**src/verilog/tpc_pkg.sv**
```systemverilog
// package for the transmit per-channel pcm controller
// assumes one 20 mhz clock and same-clock logic on every port
package tpc_pkg;

	// ----------------------------------------------------------------
	// direct host registers
	// ----------------------------------------------------------------
	localparam logic [7:0] REG_CFG = 8'h30; // configuration
	localparam logic [7:0] REG_STAT = 8'h31; // access status
	localparam logic [7:0] REG_ADDR = 8'h32; // indirect address/control
	localparam logic [7:0] REG_DATA = 8'h33; // indirect data buffer
	localparam int CFG_FN_EN_BIT = 0; // per_channel_fn_en
	localparam int CFG_IND_BIT = 1; // indirect_mode_sel
	localparam int STAT_BUSY_BIT = 7; // access busy flag
	localparam int ADDR_RNW_BIT = 7; // read_not_write
	localparam logic [7:0] CFG_MASK = 8'h03; // implemented config bits

	// ----------------------------------------------------------------
	// indirect map
	// ----------------------------------------------------------------
	localparam int NUM_CH = 24; // channels per frame
	localparam logic [6:0] IA_PCM_FIRST = 7'h01; // pcm control ch 1
	localparam logic [6:0] IA_IDLE_FIRST = 7'h19; // idle code ch 1
	localparam logic [6:0] IA_SIG_FIRST = 7'h31; // sig control ch 1
	localparam logic [6:0] IA_LAST = 7'h48; // sig control ch 24

	// pcm control byte fields
	localparam int PC_INVERT = 7; // invert whole byte
	localparam int PC_IDLE = 6; // idle_substitute
	localparam int PC_MW = 5; // milliwatt_substitute
	localparam int PC_MSB = 4; // msb_flip
	localparam int PC_ZS_LO = 1; // zero_suppress_sel_lo
	localparam int PC_ZS_HI = 0; // zero_suppress_sel_hi
	localparam logic [7:0] PC_MASK = 8'hF3; // implemented bits

	// signalling control byte fields
	localparam int SC_SRC = 7; // sig_source_sel
	localparam int SC_INS = 6; // sig_insert_en
	localparam logic [7:0] SC_MASK = 8'hCF; // implemented bits

	// zero suppression codes {hi,lo}
	localparam logic [1:0] ZS_NONE = 2'h0;
	localparam logic [1:0] ZS_JAM8 = 2'h1; // jam bit 8, bit 7 where signalling is inserted
	localparam logic [1:0] ZS_DDS = 2'h2; // fixed replacement byte
	localparam logic [1:0] ZS_JAM7 = 2'h3; // jam bit 7
	localparam logic [7:0] DDS_BYTE = 8'h98; // 10011000
	localparam int BIT8_POS = 0; // t1 bit 8 is the lsb
	localparam int BIT7_POS = 1; // t1 bit 7
	localparam int MSB_POS = 7; // t1 bit 1, sent first

	// ----------------------------------------------------------------
	// timing
	// ----------------------------------------------------------------
	localparam int CLK_NS = 50; // 20 mhz
	localparam int ACCESS_NS = 640; // longest indirect access
	localparam int ACCESS_CYC = (ACCESS_NS / CLK_NS < 1) ? 1 :
		ACCESS_NS / CLK_NS; // longest time rounds down
	localparam logic [3:0] ACCESS_LAST = 4'(ACCESS_CYC - 1);

	// ----------------------------------------------------------------
	// types
	// ----------------------------------------------------------------
	typedef enum logic [1:0] {
		TPC_FMT_OTHER = 2'b00, // no robbed-bit signalling
		TPC_FMT_SF = 2'b01, // superframe family
		TPC_FMT_ESF = 2'b10, // extended superframe
		TPC_FMT_RSVD = 2'b11 // treated as other
	} tpc_fmt_t;

	typedef enum logic {
		TPC_ACC_IDLE = 1'b0,
		TPC_ACC_BUSY = 1'b1
	} tpc_acc_t;

	// one timeslot from the backplane
	typedef struct packed {
		logic [7:0] pcm; // channel byte, bit 7 sent first
		logic [4:0] ch; // channel index 0..23
		logic [3:0] sig; // backplane abcd, a in bit 3
		logic sig_frame; // frame carries robbed signalling
		logic [1:0] sig_pos; // 0..3 = a,b,c,d position
		logic second_sf; // second superframe of a pair
	} tpc_slot_t;

	// one timeslot to the basic transmitter
	typedef struct packed {
		logic [7:0] pcm; // processed byte, bit 7 sent first
		logic [4:0] ch; // channel index
	} tpc_out_t;

	localparam int SLOT_W = $bits(tpc_slot_t);
	localparam int FIFO_DEPTH = 32;

endpackage

```
**src/verilog/tpc_fifo.sv**
```systemverilog
// synchronous fifo with valid/ready on both sides
// assumes one clock and a synchronous active-low reset
`timescale 1ns/10ps
module tpc_fifo #(
	parameter int WIDTH = 8, // word width
	parameter int DEPTH = 32 // word count, power of two
) (
	input wire logic sys_clk_in, // clock
	input wire logic rstn_in, // sync reset, active low
	input wire logic [WIDTH-1:0] wr_data_in, // word to store
	input wire logic wr_valid_in, // word offered
	output logic wr_ready_out, // room for a word
	output logic [WIDTH-1:0] rd_data_out, // oldest word
	output logic rd_valid_out, // oldest word present
	input wire logic rd_ready_in // consumer takes the word
);
	localparam int AW = $clog2(DEPTH);

	logic [WIDTH-1:0] mem [DEPTH]; // storage
	logic [AW-1:0] wr_ptr_reg; // next write slot
	logic [AW-1:0] rd_ptr_reg; // next read slot
	logic [AW:0] count_reg; // words held
	logic do_wr; // accepted write
	logic do_rd; // accepted read

	// ----------------------------------------------------------------
	// flags
	// ----------------------------------------------------------------
	assign wr_ready_out = (count_reg != (AW+1)'(DEPTH));
	assign rd_valid_out = (count_reg != '0);
	assign do_wr = wr_valid_in && wr_ready_out;
	assign do_rd = rd_valid_out && rd_ready_in;
	// show-ahead read keeps the head visible without a bubble
	assign rd_data_out = mem[rd_ptr_reg];

	// storage needs no reset, empty flags guard stale words
	always_ff @(posedge sys_clk_in) begin
		if (do_wr) begin
			mem[wr_ptr_reg] <= wr_data_in;
		end
	end

	// pointers and count
	always_ff @(posedge sys_clk_in) begin
		if (!rstn_in) begin
			wr_ptr_reg <= '0;
			rd_ptr_reg <= '0;
			count_reg <= '0;
		end else begin
			if (do_wr) begin
				wr_ptr_reg <= wr_ptr_reg + 1'b1;
			end
			if (do_rd) begin
				rd_ptr_reg <= rd_ptr_reg + 1'b1;
			end
			if (do_wr && !do_rd) begin
				count_reg <= count_reg + 1'b1;
			end else if (do_rd && !do_wr) begin
				count_reg <= count_reg - 1'b1;
			end
		end
	end
endmodule

```
**src/verilog/tpc_core.sv**
```systemverilog
// transmit per-channel pcm controller: indirect settings and byte path
// assumes backplane slots and host strobes come from same-clock logic
`timescale 1ns/10ps
module tpc_core (
	input wire logic sys_clk_in, // 20 mhz clock
	input wire logic rstn_in, // sync reset, active low
	// host register port
	input wire logic [7:0] host_addr_in, // register address
	input wire logic host_wr_in, // write strobe, one cycle
	input wire logic host_rd_in, // read strobe, one cycle
	input wire logic [7:0] host_wdata_in, // write data
	output logic [7:0] host_rdata_out, // read data, next cycle
	// framing context
	input wire tpc_pkg::tpc_fmt_t tx_format_in, // transmit format
	// backplane slots in
	input wire tpc_pkg::tpc_slot_t slot_in, // backplane timeslot
	input wire logic slot_valid_in, // timeslot offered
	output logic slot_ready_out, // fifo has room
	// to basic transmitter
	output tpc_pkg::tpc_out_t xmit_out, // processed timeslot
	output logic xmit_valid_out, // timeslot present
	input wire logic xmit_ready_in // transmitter takes it
);
	import tpc_pkg::*;

	// ----------------------------------------------------------------
	// declarations
	// ----------------------------------------------------------------
	logic [7:0] pcm_ctl_mem [NUM_CH]; // pcm control bytes
	logic [7:0] idle_mem [NUM_CH]; // idle code bytes
	logic [7:0] sig_ctl_mem [NUM_CH]; // signalling control bytes
	logic [2:0] mw_phase_mem [NUM_CH]; // milliwatt phase per channel
	logic [7:0] cfg_reg; // configuration
	logic [7:0] addr_ctl_reg; // indirect address/control
	logic [7:0] data_buf_reg; // indirect data buffer
	logic [7:0] rdata_reg; // host read data
	tpc_acc_t acc_reg; // access state
	tpc_acc_t acc_next;
	logic [3:0] acc_cnt_reg; // access cycle count
	logic acc_done; // last access cycle
	tpc_slot_t head; // fifo head
	logic head_valid; // fifo head present
	logic head_take; // head consumed
	logic out_free; // output stage can load
	tpc_out_t xmit_reg; // output stage
	logic xmit_valid_reg;
	logic [7:0] proc_byte; // processed byte of head
	logic ch_ok; // head channel in range
	logic [4:0] hch; // head channel index

	// ----------------------------------------------------------------
	// functions
	// ----------------------------------------------------------------
	// which indirect group an address falls in: 0 none,1 pcm,2 idle,3 sig
	function automatic logic [1:0] ia_group(input logic [6:0] a);
		logic [1:0] g;
		g = 2'd0;
		if (a >= IA_SIG_FIRST && a <= IA_LAST) begin
			g = 2'd3;
		end else if (a >= IA_IDLE_FIRST && a < IA_SIG_FIRST) begin
			g = 2'd2;
		end else if (a >= IA_PCM_FIRST) begin
			g = 2'd1;
		end
		return g;
	endfunction

	// channel index inside a group, ascending from each first address
	function automatic logic [4:0] ia_chan(input logic [6:0] a);
		logic [6:0] off;
		off = 7'h00;
		case (ia_group(a))
			2'd1: off = a - IA_PCM_FIRST;
			2'd2: off = a - IA_IDLE_FIRST;
			2'd3: off = a - IA_SIG_FIRST;
			default: off = 7'h00;
		endcase
		return off[4:0];
	endfunction

	// mu-law digital milliwatt, eight bytes
	function automatic logic [7:0] mw_byte(input logic [2:0] p);
		logic [7:0] b;
		case (p)
			3'd0, 3'd3: b = 8'h1E;
			3'd1, 3'd2: b = 8'h0B;
			3'd4, 3'd7: b = 8'h9E;
			default: b = 8'h8B;
		endcase
		return b;
	endfunction

	// ----------------------------------------------------------------
	// host register port
	// ----------------------------------------------------------------
	// config and address/control registers; a new request while busy
	// is dropped so the pending one completes intact
	always_ff @(posedge sys_clk_in) begin
		if (!rstn_in) begin
			cfg_reg <= 8'h00;
			addr_ctl_reg <= 8'h00;
		end else if (host_wr_in) begin
			if (host_addr_in == REG_CFG) begin
				cfg_reg <= host_wdata_in & CFG_MASK;
			end else if (host_addr_in == REG_ADDR &&
				acc_reg == TPC_ACC_IDLE) begin
				addr_ctl_reg <= host_wdata_in;
			end
		end
	end

	// read data is registered, valid the cycle after the strobe
	always_ff @(posedge sys_clk_in) begin
		if (!rstn_in) begin
			rdata_reg <= 8'h00;
		end else if (host_rd_in) begin
			case (host_addr_in)
				REG_CFG: rdata_reg <= cfg_reg;
				REG_STAT: rdata_reg <= {acc_reg == TPC_ACC_BUSY,
					7'h00};
				REG_ADDR: rdata_reg <= addr_ctl_reg;
				REG_DATA: rdata_reg <= data_buf_reg;
				default: rdata_reg <= 8'h00; // unmapped reads zero
			endcase
		end
	end
	assign host_rdata_out = rdata_reg;

	// ----------------------------------------------------------------
	// indirect access sequencer
	// ----------------------------------------------------------------
	// a write of the address/control register starts a request
	always_comb begin
		acc_next = acc_reg;
		case (acc_reg)
			TPC_ACC_IDLE: begin
				if (host_wr_in && host_addr_in == REG_ADDR) begin
					acc_next = TPC_ACC_BUSY;
				end
			end
			TPC_ACC_BUSY: begin
				if (acc_done) begin
					acc_next = TPC_ACC_IDLE;
				end
			end
			default: acc_next = TPC_ACC_IDLE;
		endcase
	end
	assign acc_done = (acc_reg == TPC_ACC_BUSY) &&
		(acc_cnt_reg == ACCESS_LAST);

	// state and cycle count of the access
	always_ff @(posedge sys_clk_in) begin
		if (!rstn_in) begin
			acc_reg <= TPC_ACC_IDLE;
			acc_cnt_reg <= 4'h0;
		end else begin
			acc_reg <= acc_next;
			if (acc_reg == TPC_ACC_BUSY) begin
				acc_cnt_reg <= acc_cnt_reg + 4'h1;
			end else begin
				acc_cnt_reg <= 4'h0;
			end
		end
	end

	// data buffer: host loads it for writes, the sequencer fills it on
	// reads; only indirect address 0 reads zero, addresses above IA_LAST decode as pcm
	always_ff @(posedge sys_clk_in) begin
		if (!rstn_in) begin
			data_buf_reg <= 8'h00;
		end else if (acc_done && addr_ctl_reg[ADDR_RNW_BIT]) begin
			case (ia_group(addr_ctl_reg[6:0]))
				2'd1: data_buf_reg <= pcm_ctl_mem[ia_chan(addr_ctl_reg[6:0])];
				2'd2: data_buf_reg <= idle_mem[ia_chan(addr_ctl_reg[6:0])];
				2'd3: data_buf_reg <= sig_ctl_mem[ia_chan(addr_ctl_reg[6:0])];
				default: data_buf_reg <= 8'h00;
			endcase
		end else if (host_wr_in && host_addr_in == REG_DATA) begin
			data_buf_reg <= host_wdata_in;
		end
	end

	// indirect stores, written at the end of a write request
	always_ff @(posedge sys_clk_in) begin
		if (!rstn_in) begin
			for (int i = 0; i < NUM_CH; i++) begin
				pcm_ctl_mem[i] <= 8'h00;
				idle_mem[i] <= 8'h00;
				sig_ctl_mem[i] <= 8'h00;
			end
		end else if (acc_done && !addr_ctl_reg[ADDR_RNW_BIT]) begin
			case (ia_group(addr_ctl_reg[6:0]))
				2'd1: pcm_ctl_mem[ia_chan(addr_ctl_reg[6:0])] <=
					data_buf_reg & PC_MASK;
				2'd2: idle_mem[ia_chan(addr_ctl_reg[6:0])] <=
					data_buf_reg;
				2'd3: sig_ctl_mem[ia_chan(addr_ctl_reg[6:0])] <=
					data_buf_reg & SC_MASK;
				default: ; // writes to indirect address 0 are dropped
			endcase
		end
	end

	// ----------------------------------------------------------------
	// slot buffer
	// ----------------------------------------------------------------
	// the fifo absorbs transmitter stalls; a full fifo stalls the source
	tpc_fifo #(
		.WIDTH(SLOT_W),
		.DEPTH(FIFO_DEPTH)
	) u_fifo (
		.sys_clk_in(sys_clk_in),
		.rstn_in(rstn_in),
		.wr_data_in(slot_in),
		.wr_valid_in(slot_valid_in),
		.wr_ready_out(slot_ready_out),
		.rd_data_out(head),
		.rd_valid_out(head_valid),
		.rd_ready_in(out_free)
	);

	// ----------------------------------------------------------------
	// byte processing
	// ----------------------------------------------------------------
	assign hch = head.ch;
	assign ch_ok = (hch < 5'(NUM_CH));

	// inversion, substitution, signalling, then zero suppression
	always_comb begin
		logic [7:0] pc;
		logic [7:0] sc;
		logic [7:0] b;
		logic [3:0] nib;
		logic [1:0] pos;
		logic sbit;
		logic ins;
		pc = 8'h00;
		sc = 8'h00;
		b = head.pcm;
		nib = 4'h0;
		pos = head.sig_pos;
		sbit = 1'b0;
		ins = 1'b0;
		if (ch_ok) begin
			pc = pcm_ctl_mem[hch];
			sc = sig_ctl_mem[hch];
		end
		if (cfg_reg[CFG_FN_EN_BIT] && ch_ok) begin
			// inversions, overridden by idle, overridden by milliwatt
			if (pc[PC_INVERT]) begin
				b = ~b;
			end
			if (pc[PC_MSB]) begin
				b[MSB_POS] = ~b[MSB_POS];
			end
			if (pc[PC_MW]) begin
				b = mw_byte(mw_phase_mem[hch]);
			end else if (pc[PC_IDLE]) begin
				b = idle_mem[hch];
			end
			// signalling source and superframe c,d reuse
			nib = sc[SC_SRC] ? sc[3:0] : head.sig;
			if (tx_format_in == TPC_FMT_SF && head.second_sf) begin
				pos = {1'b1, head.sig_pos[0]};
			end
			sbit = nib[2'd3 - pos];
			ins = sc[SC_INS] && head.sig_frame &&
				(tx_format_in == TPC_FMT_SF ||
				tx_format_in == TPC_FMT_ESF);
			if (ins) begin
				b[BIT8_POS] = sbit;
			end
			// only an all-zero outgoing byte is touched
			if (b == 8'h00) begin
				case ({pc[PC_ZS_HI], pc[PC_ZS_LO]})
					ZS_JAM8: begin
						if (ins && !sbit) begin
							b[BIT7_POS] = 1'b1;
						end else begin
							b[BIT8_POS] = 1'b1;
						end
					end
					ZS_DDS: b = DDS_BYTE;
					ZS_JAM7: b[BIT7_POS] = 1'b1;
					default: ; // no suppression
				endcase
			end
		end
		proc_byte = b;
	end

	// ----------------------------------------------------------------
	// output stage
	// ----------------------------------------------------------------
	assign out_free = !xmit_valid_reg || xmit_ready_in;
	assign head_take = head_valid && out_free;

	// holds one processed slot until the transmitter takes it
	always_ff @(posedge sys_clk_in) begin
		if (!rstn_in) begin
			xmit_reg <= '0;
			xmit_valid_reg <= 1'b0;
		end else if (out_free) begin
			xmit_valid_reg <= head_valid;
			if (head_valid) begin
				xmit_reg.pcm <= proc_byte;
				xmit_reg.ch <= head.ch;
			end
		end
	end
	assign xmit_out = xmit_reg;
	assign xmit_valid_out = xmit_valid_reg;

	// milliwatt phase steps once per frame of each channel
	always_ff @(posedge sys_clk_in) begin
		if (!rstn_in) begin
			for (int i = 0; i < NUM_CH; i++) begin
				mw_phase_mem[i] <= 3'd0;
			end
		end else if (head_take && ch_ok) begin
			mw_phase_mem[hch] <= mw_phase_mem[hch] + 3'd1;
		end
	end
endmodule

```
**config.mk**
```make
export PLATFORM = sky130hd
export DESIGN_NAME = tpc_core
export DESIGN_NICKNAME = d
export VERILOG_FILES = /design/src/verilog/tpc_pkg.sv /design/src/verilog/tpc_fifo.sv /design/src/verilog/tpc_core.sv
export SDC_FILE = /design/constraint.sdc
export NUM_CORES = 2
export LEC_CHECK = 0
export ABC_AREA = 1
export BUFFER_PORTS_ARGS = -buffer_cell sky130_fd_sc_hd__clkbuf_2
export CORE_UTILIZATION = 24
export CTS_CLUSTER_SIZE = 40
export DETAILED_ROUTE_END_ITERATION = 10
export GPL_ROUTABILITY_DRIVEN = 1
export GPL_TIMING_DRIVEN = 0
export HOLD_SLACK_MARGIN = 0.06
export PLACE_DENSITY_LB_ADDON = 0.1
export SYNTH_ARGS = -nofsm -noshare
export SYNTH_HDL_FRONTEND = slang
export SYNTH_SLANG_ARGS = --single-unit
export TNS_END_PERCENT = 30
```
**constraint.sdc**
```tcl
create_clock -name sys_clk_in -period 4.9 [get_ports sys_clk_in]
set_input_delay 0.735 -clock sys_clk_in [delete_from_list [all_inputs] [get_ports sys_clk_in]]
set_output_delay 0.735 -clock sys_clk_in [all_outputs]
set_load 0.01 [all_outputs]
```
==> impl_metrics.env <==
export IMPL_yosys_most_used_dff="edfxtp_1"
export IMPL_final_antenna_net_count=0
export IMPL_worstPathArrival_ns=6.04
export IMPL_report_final_slew_viol_count=66
export IMPL_fmax_mhz=190.9
export IMPL_crit_path_max_fanout=11
export IMPL_worstSetupPathType="reg2reg"
export IMPL_grt_start_max_net_pins=33
export IMPL_first_iter_violations=7222
export IMPL_first_pass_iters=6
export IMPL_start_kind="flip-flop"
export IMPL_finalHoldViolCount=0
export IMPL_dp_cells=9918
export IMPL_dp_slack_ns=-3.408
export IMPL_vias_per_cell=5.279
export IMPL_finalCriticalPeriod_ns=5.239
export IMPL_grt_busiest_layer="met2"
export IMPL_fin_util_pct=29.48
export IMPL_dr_total_vias=54540
export IMPL_cellPowerDensity_nw_per_um2=593.5
export IMPL_maxCapViolCount=7
export IMPL_tightest_slew_ns=1.660
export IMPL_synth_xor_area_share_pct=0.08013
export IMPL_ys_ff_latch=1474
export IMPL_synth_compound_area_share_pct=11.64
export IMPL_synthDistinctLibCells=64
export IMPL_violations="max-capacitance violations, max-slew violations, negative setup slack"
export IMPL_fin_tns_setup_ns=-2.939
export IMPL_grtUsageTotal_pct=25.61
export IMPL_fin_area_um2=79950
export IMPL_antenna_found_initial=26
export IMPL_die_h_um=524.7
export IMPL_ios=68
export IMPL_ys_seq_area_share_pct=66.49
export IMPL_regMostFlops="u_fifo.mem"
export IMPL_area_delta_synth_final_pct=21.92
export IMPL_use_met3_pct=5.203
export IMPL_crit_required_ns=5.70
export IMPL_drcViolationCount=0
export IMPL_post_route_period_util_pct=106.9
export IMPL_met1_usage_pct=32.84
export IMPL_final_cell_mix="edfxtp_1 (1,408), nand2_1 (1,203), nor2_1 (954)"
export IMPL_yosysWarningCount=0
export IMPL_status="finished with violations"
export IMPL_skew_ns=0.04580
export IMPL_gp_congestion=0.9930
export IMPL_largestRegisters="u_fifo.mem x672, idle_mem x256"
export IMPL_synth_top_family_by_area="simple AND/OR/NAND/NOR gates"
export IMPL_grt_remaining_overflow=0
export IMPL_synth_area_per_cell_um2=10.58
export IMPL_yosys_area_share_simple_pct=16.89
export IMPL_htree_levels=4
export IMPL_crit_path_end_kind="flip-flop"
export IMPL_root_buffer="clkbuf_16"
export IMPL_total_power_mw=47.45
export IMPL_fin_nets=6682
export IMPL_p_leak_nw=27.72
export IMPL_muxShareOfSynthArea_pct=0
export IMPL_cts_tree="yes"
export IMPL_hold_slack_ns=0.2107
export IMPL_clkTransAtPathRegs_ns=0.07
export IMPL_syn_area_um2=65580
export IMPL_mostFrequentLayoutCell="edfxtp_1"
export IMPL_wl_per_cell_um=35.26
export IMPL_die_w_um=524.7
export IMPL_netlist_instances=6199
export IMPL_portBuffers=66
export IMPL_synth_edf_count=1408
export IMPL_dp_hpwl_um=252700
export IMPL_clock_latency_ns=0.88
export IMPL_synth_fa_ha_area_share_pct=0.5266
export IMPL_numCtsBuffers=179
export IMPL_rsz0062_at_grt="true"
export IMPL_stdcell_count=10330
export IMPL_setup_viol=40
export IMPL_max_slew_margin_pct=-10.65
export IMPL_irDropWorstVdd_mv=0.4634
export IMPL_timing_final_ws_setup_ns=-0.3390
export IMPL_initial_core_util_pct=24.18
export IMPL_async_flop_share_pct=0
export IMPL_largest_reg_flops=672
export IMPL_globalRouteMet2Util_pct=39.87
export IMPL_dieArea_um2=275300
export IMPL_clock_sinks=1474
export IMPL_drive_above_1_share_pct=14.24
export IMPL_rows=191
export IMPL_post_dp_cell_area_um2=71960
export IMPL_grt_pass1_wl_um=477500
export IMPL_wl_um=364300
export IMPL_core_area_um2=271200
export IMPL_hp_class="in2reg"
export IMPL_clockBufferDepth=4
export IMPL_grt_pass1_vias=51140
## final cells by class
type,instances,area [um^2]
Buffer,401,2469
Clock inverter,85,689.4
Clock buffer,235,4802
Antenna cell,12,30.03
Fill cell,28100,191300
Tap cell,3570,4467
Timing Repair Buffer,210,2367
Multi-Input combinational cell,4061,20430
Inverter,283,1101
Sequential cell,1474,43600
## logic make-up (layout without fill, tap and decap cells)
group | count (synthesis) | in the layout
buf+inv | 687 | 1214
flops | 1474 | 1474
fa+ha+maj | 27 | 27
other cells | 1 | 36
simple gates | 2745 | 2745
compound gates | 1259 | 1259
xor+xnor | 6 | 6
## worst paths after layout
check / startpoint / to / slack [ns] / cells past startpoint
worst max-delay path: addr_ctl_reg[0] / data_buf_reg[1] / -0.34 / 17
worst max register to register: addr_ctl_reg[0] / data_buf_reg[1] / -0.34 / 17
worst min-delay path: xmit_ready_in / xmit_valid_out / 0.21 / 4
worst min register to register: acc_cnt_reg[0] / acc_cnt_reg[0] / 0.45 / 1
## per-layer routing
metal  vias up  share of wire (%)  wire (um)
met5         -              0.026         94
met4        14                6.8      24750
met2      3033                 44     162100
met1     27710                 41     147900
met3       803                8.1      29450
li1      22980                  -          -
## where the power goes
group	leakage [nW]	internal, mW	switching, mW	total (mW)
logic	11.4	4.91	14.6	19.5
clock network	2.69	7.45	5.67	13.1
registers	13.6	14.5	0.268	14.8
## cell usage after synthesis (3+ instances only)
library cell | instances | area (um^2)
edfxtp_1 | 1408 | 42280
nand2_1 | 1289 | 4838
nor2_1 | 1021 | 3832
o21ai_0 | 467 | 2337
o22ai_1 | 385 | 2409
inv_1 | 260 | 975.9
nand3_1 | 258 | 1291
clkbuf_1 | 254 | 953.4
a21oi_1 | 133 | 665.6
o221ai_1 | 92 | 805.8
buf_2 | 86 | 430.4
nor3_1 | 69 | 345.3
dfxtp_1 | 66 | 1321
a22oi_1 | 53 | 397.9
nand4_1 | 36 | 225.2
buf_1 | 32 | 120.1
ha_1 | 26 | 325.3
nand3b_1 | 26 | 195.2
a221oi_1 | 21 | 183.9
o21ai_1 | 19 | 95.09
buf_4 | 17 | 127.6
buf_6 | 15 | 168.9
inv_2 | 14 | 52.55
o211ai_1 | 14 | 105.1
a32o_1 | 13 | 130.1
or2_2 | 13 | 81.33
o22a_1 | 11 | 96.34
a31oi_1 | 9 | 56.30
clkinv_1 | 8 | 30.03
nor2_2 | 7 | 43.79
o311ai_0 | 7 | 61.31
o31ai_1 | 6 | 45.04
or2_1 | 5 | 31.28
nand2_2 | 4 | 25.02
nor2_4 | 4 | 45.04
o2111ai_1 | 4 | 35.03
o21a_1 | 4 | 30.03
a211oi_1 | 3 | 22.52
nor4_1 | 3 | 18.77
xnor2_1 | 3 | 26.28
xor2_1 | 3 | 26.28
## critical path: stages, from the launching register on
cell and delay [ns]:
dfxtp_1 0.33, inv_2 0.19, nand3_1 0.18, nor2_1 0.13, nand2_1 0.20, nand2_1 0.26
nor2_4 0.16, clkinv_1 0.13, clkbuf_1 0.67, clkbuf_2 0.71, o22ai_1 0.26, o21ai_2 0.56
nand4_1 0.24, nor2_1 0.47, nand2_1 0.19, o311ai_2 0.18, nand2_1 0.11, a21oi_1 0.15
## timing repair
item	4_1_cts	5_1_grt
gates resized for setup	388	198
hold buffers	0	0
pin swaps	35	23
setup endpoints to repair	1289	681
buffers inserted	47	36
Note: power is estimated with default switching activity, not from simulation.
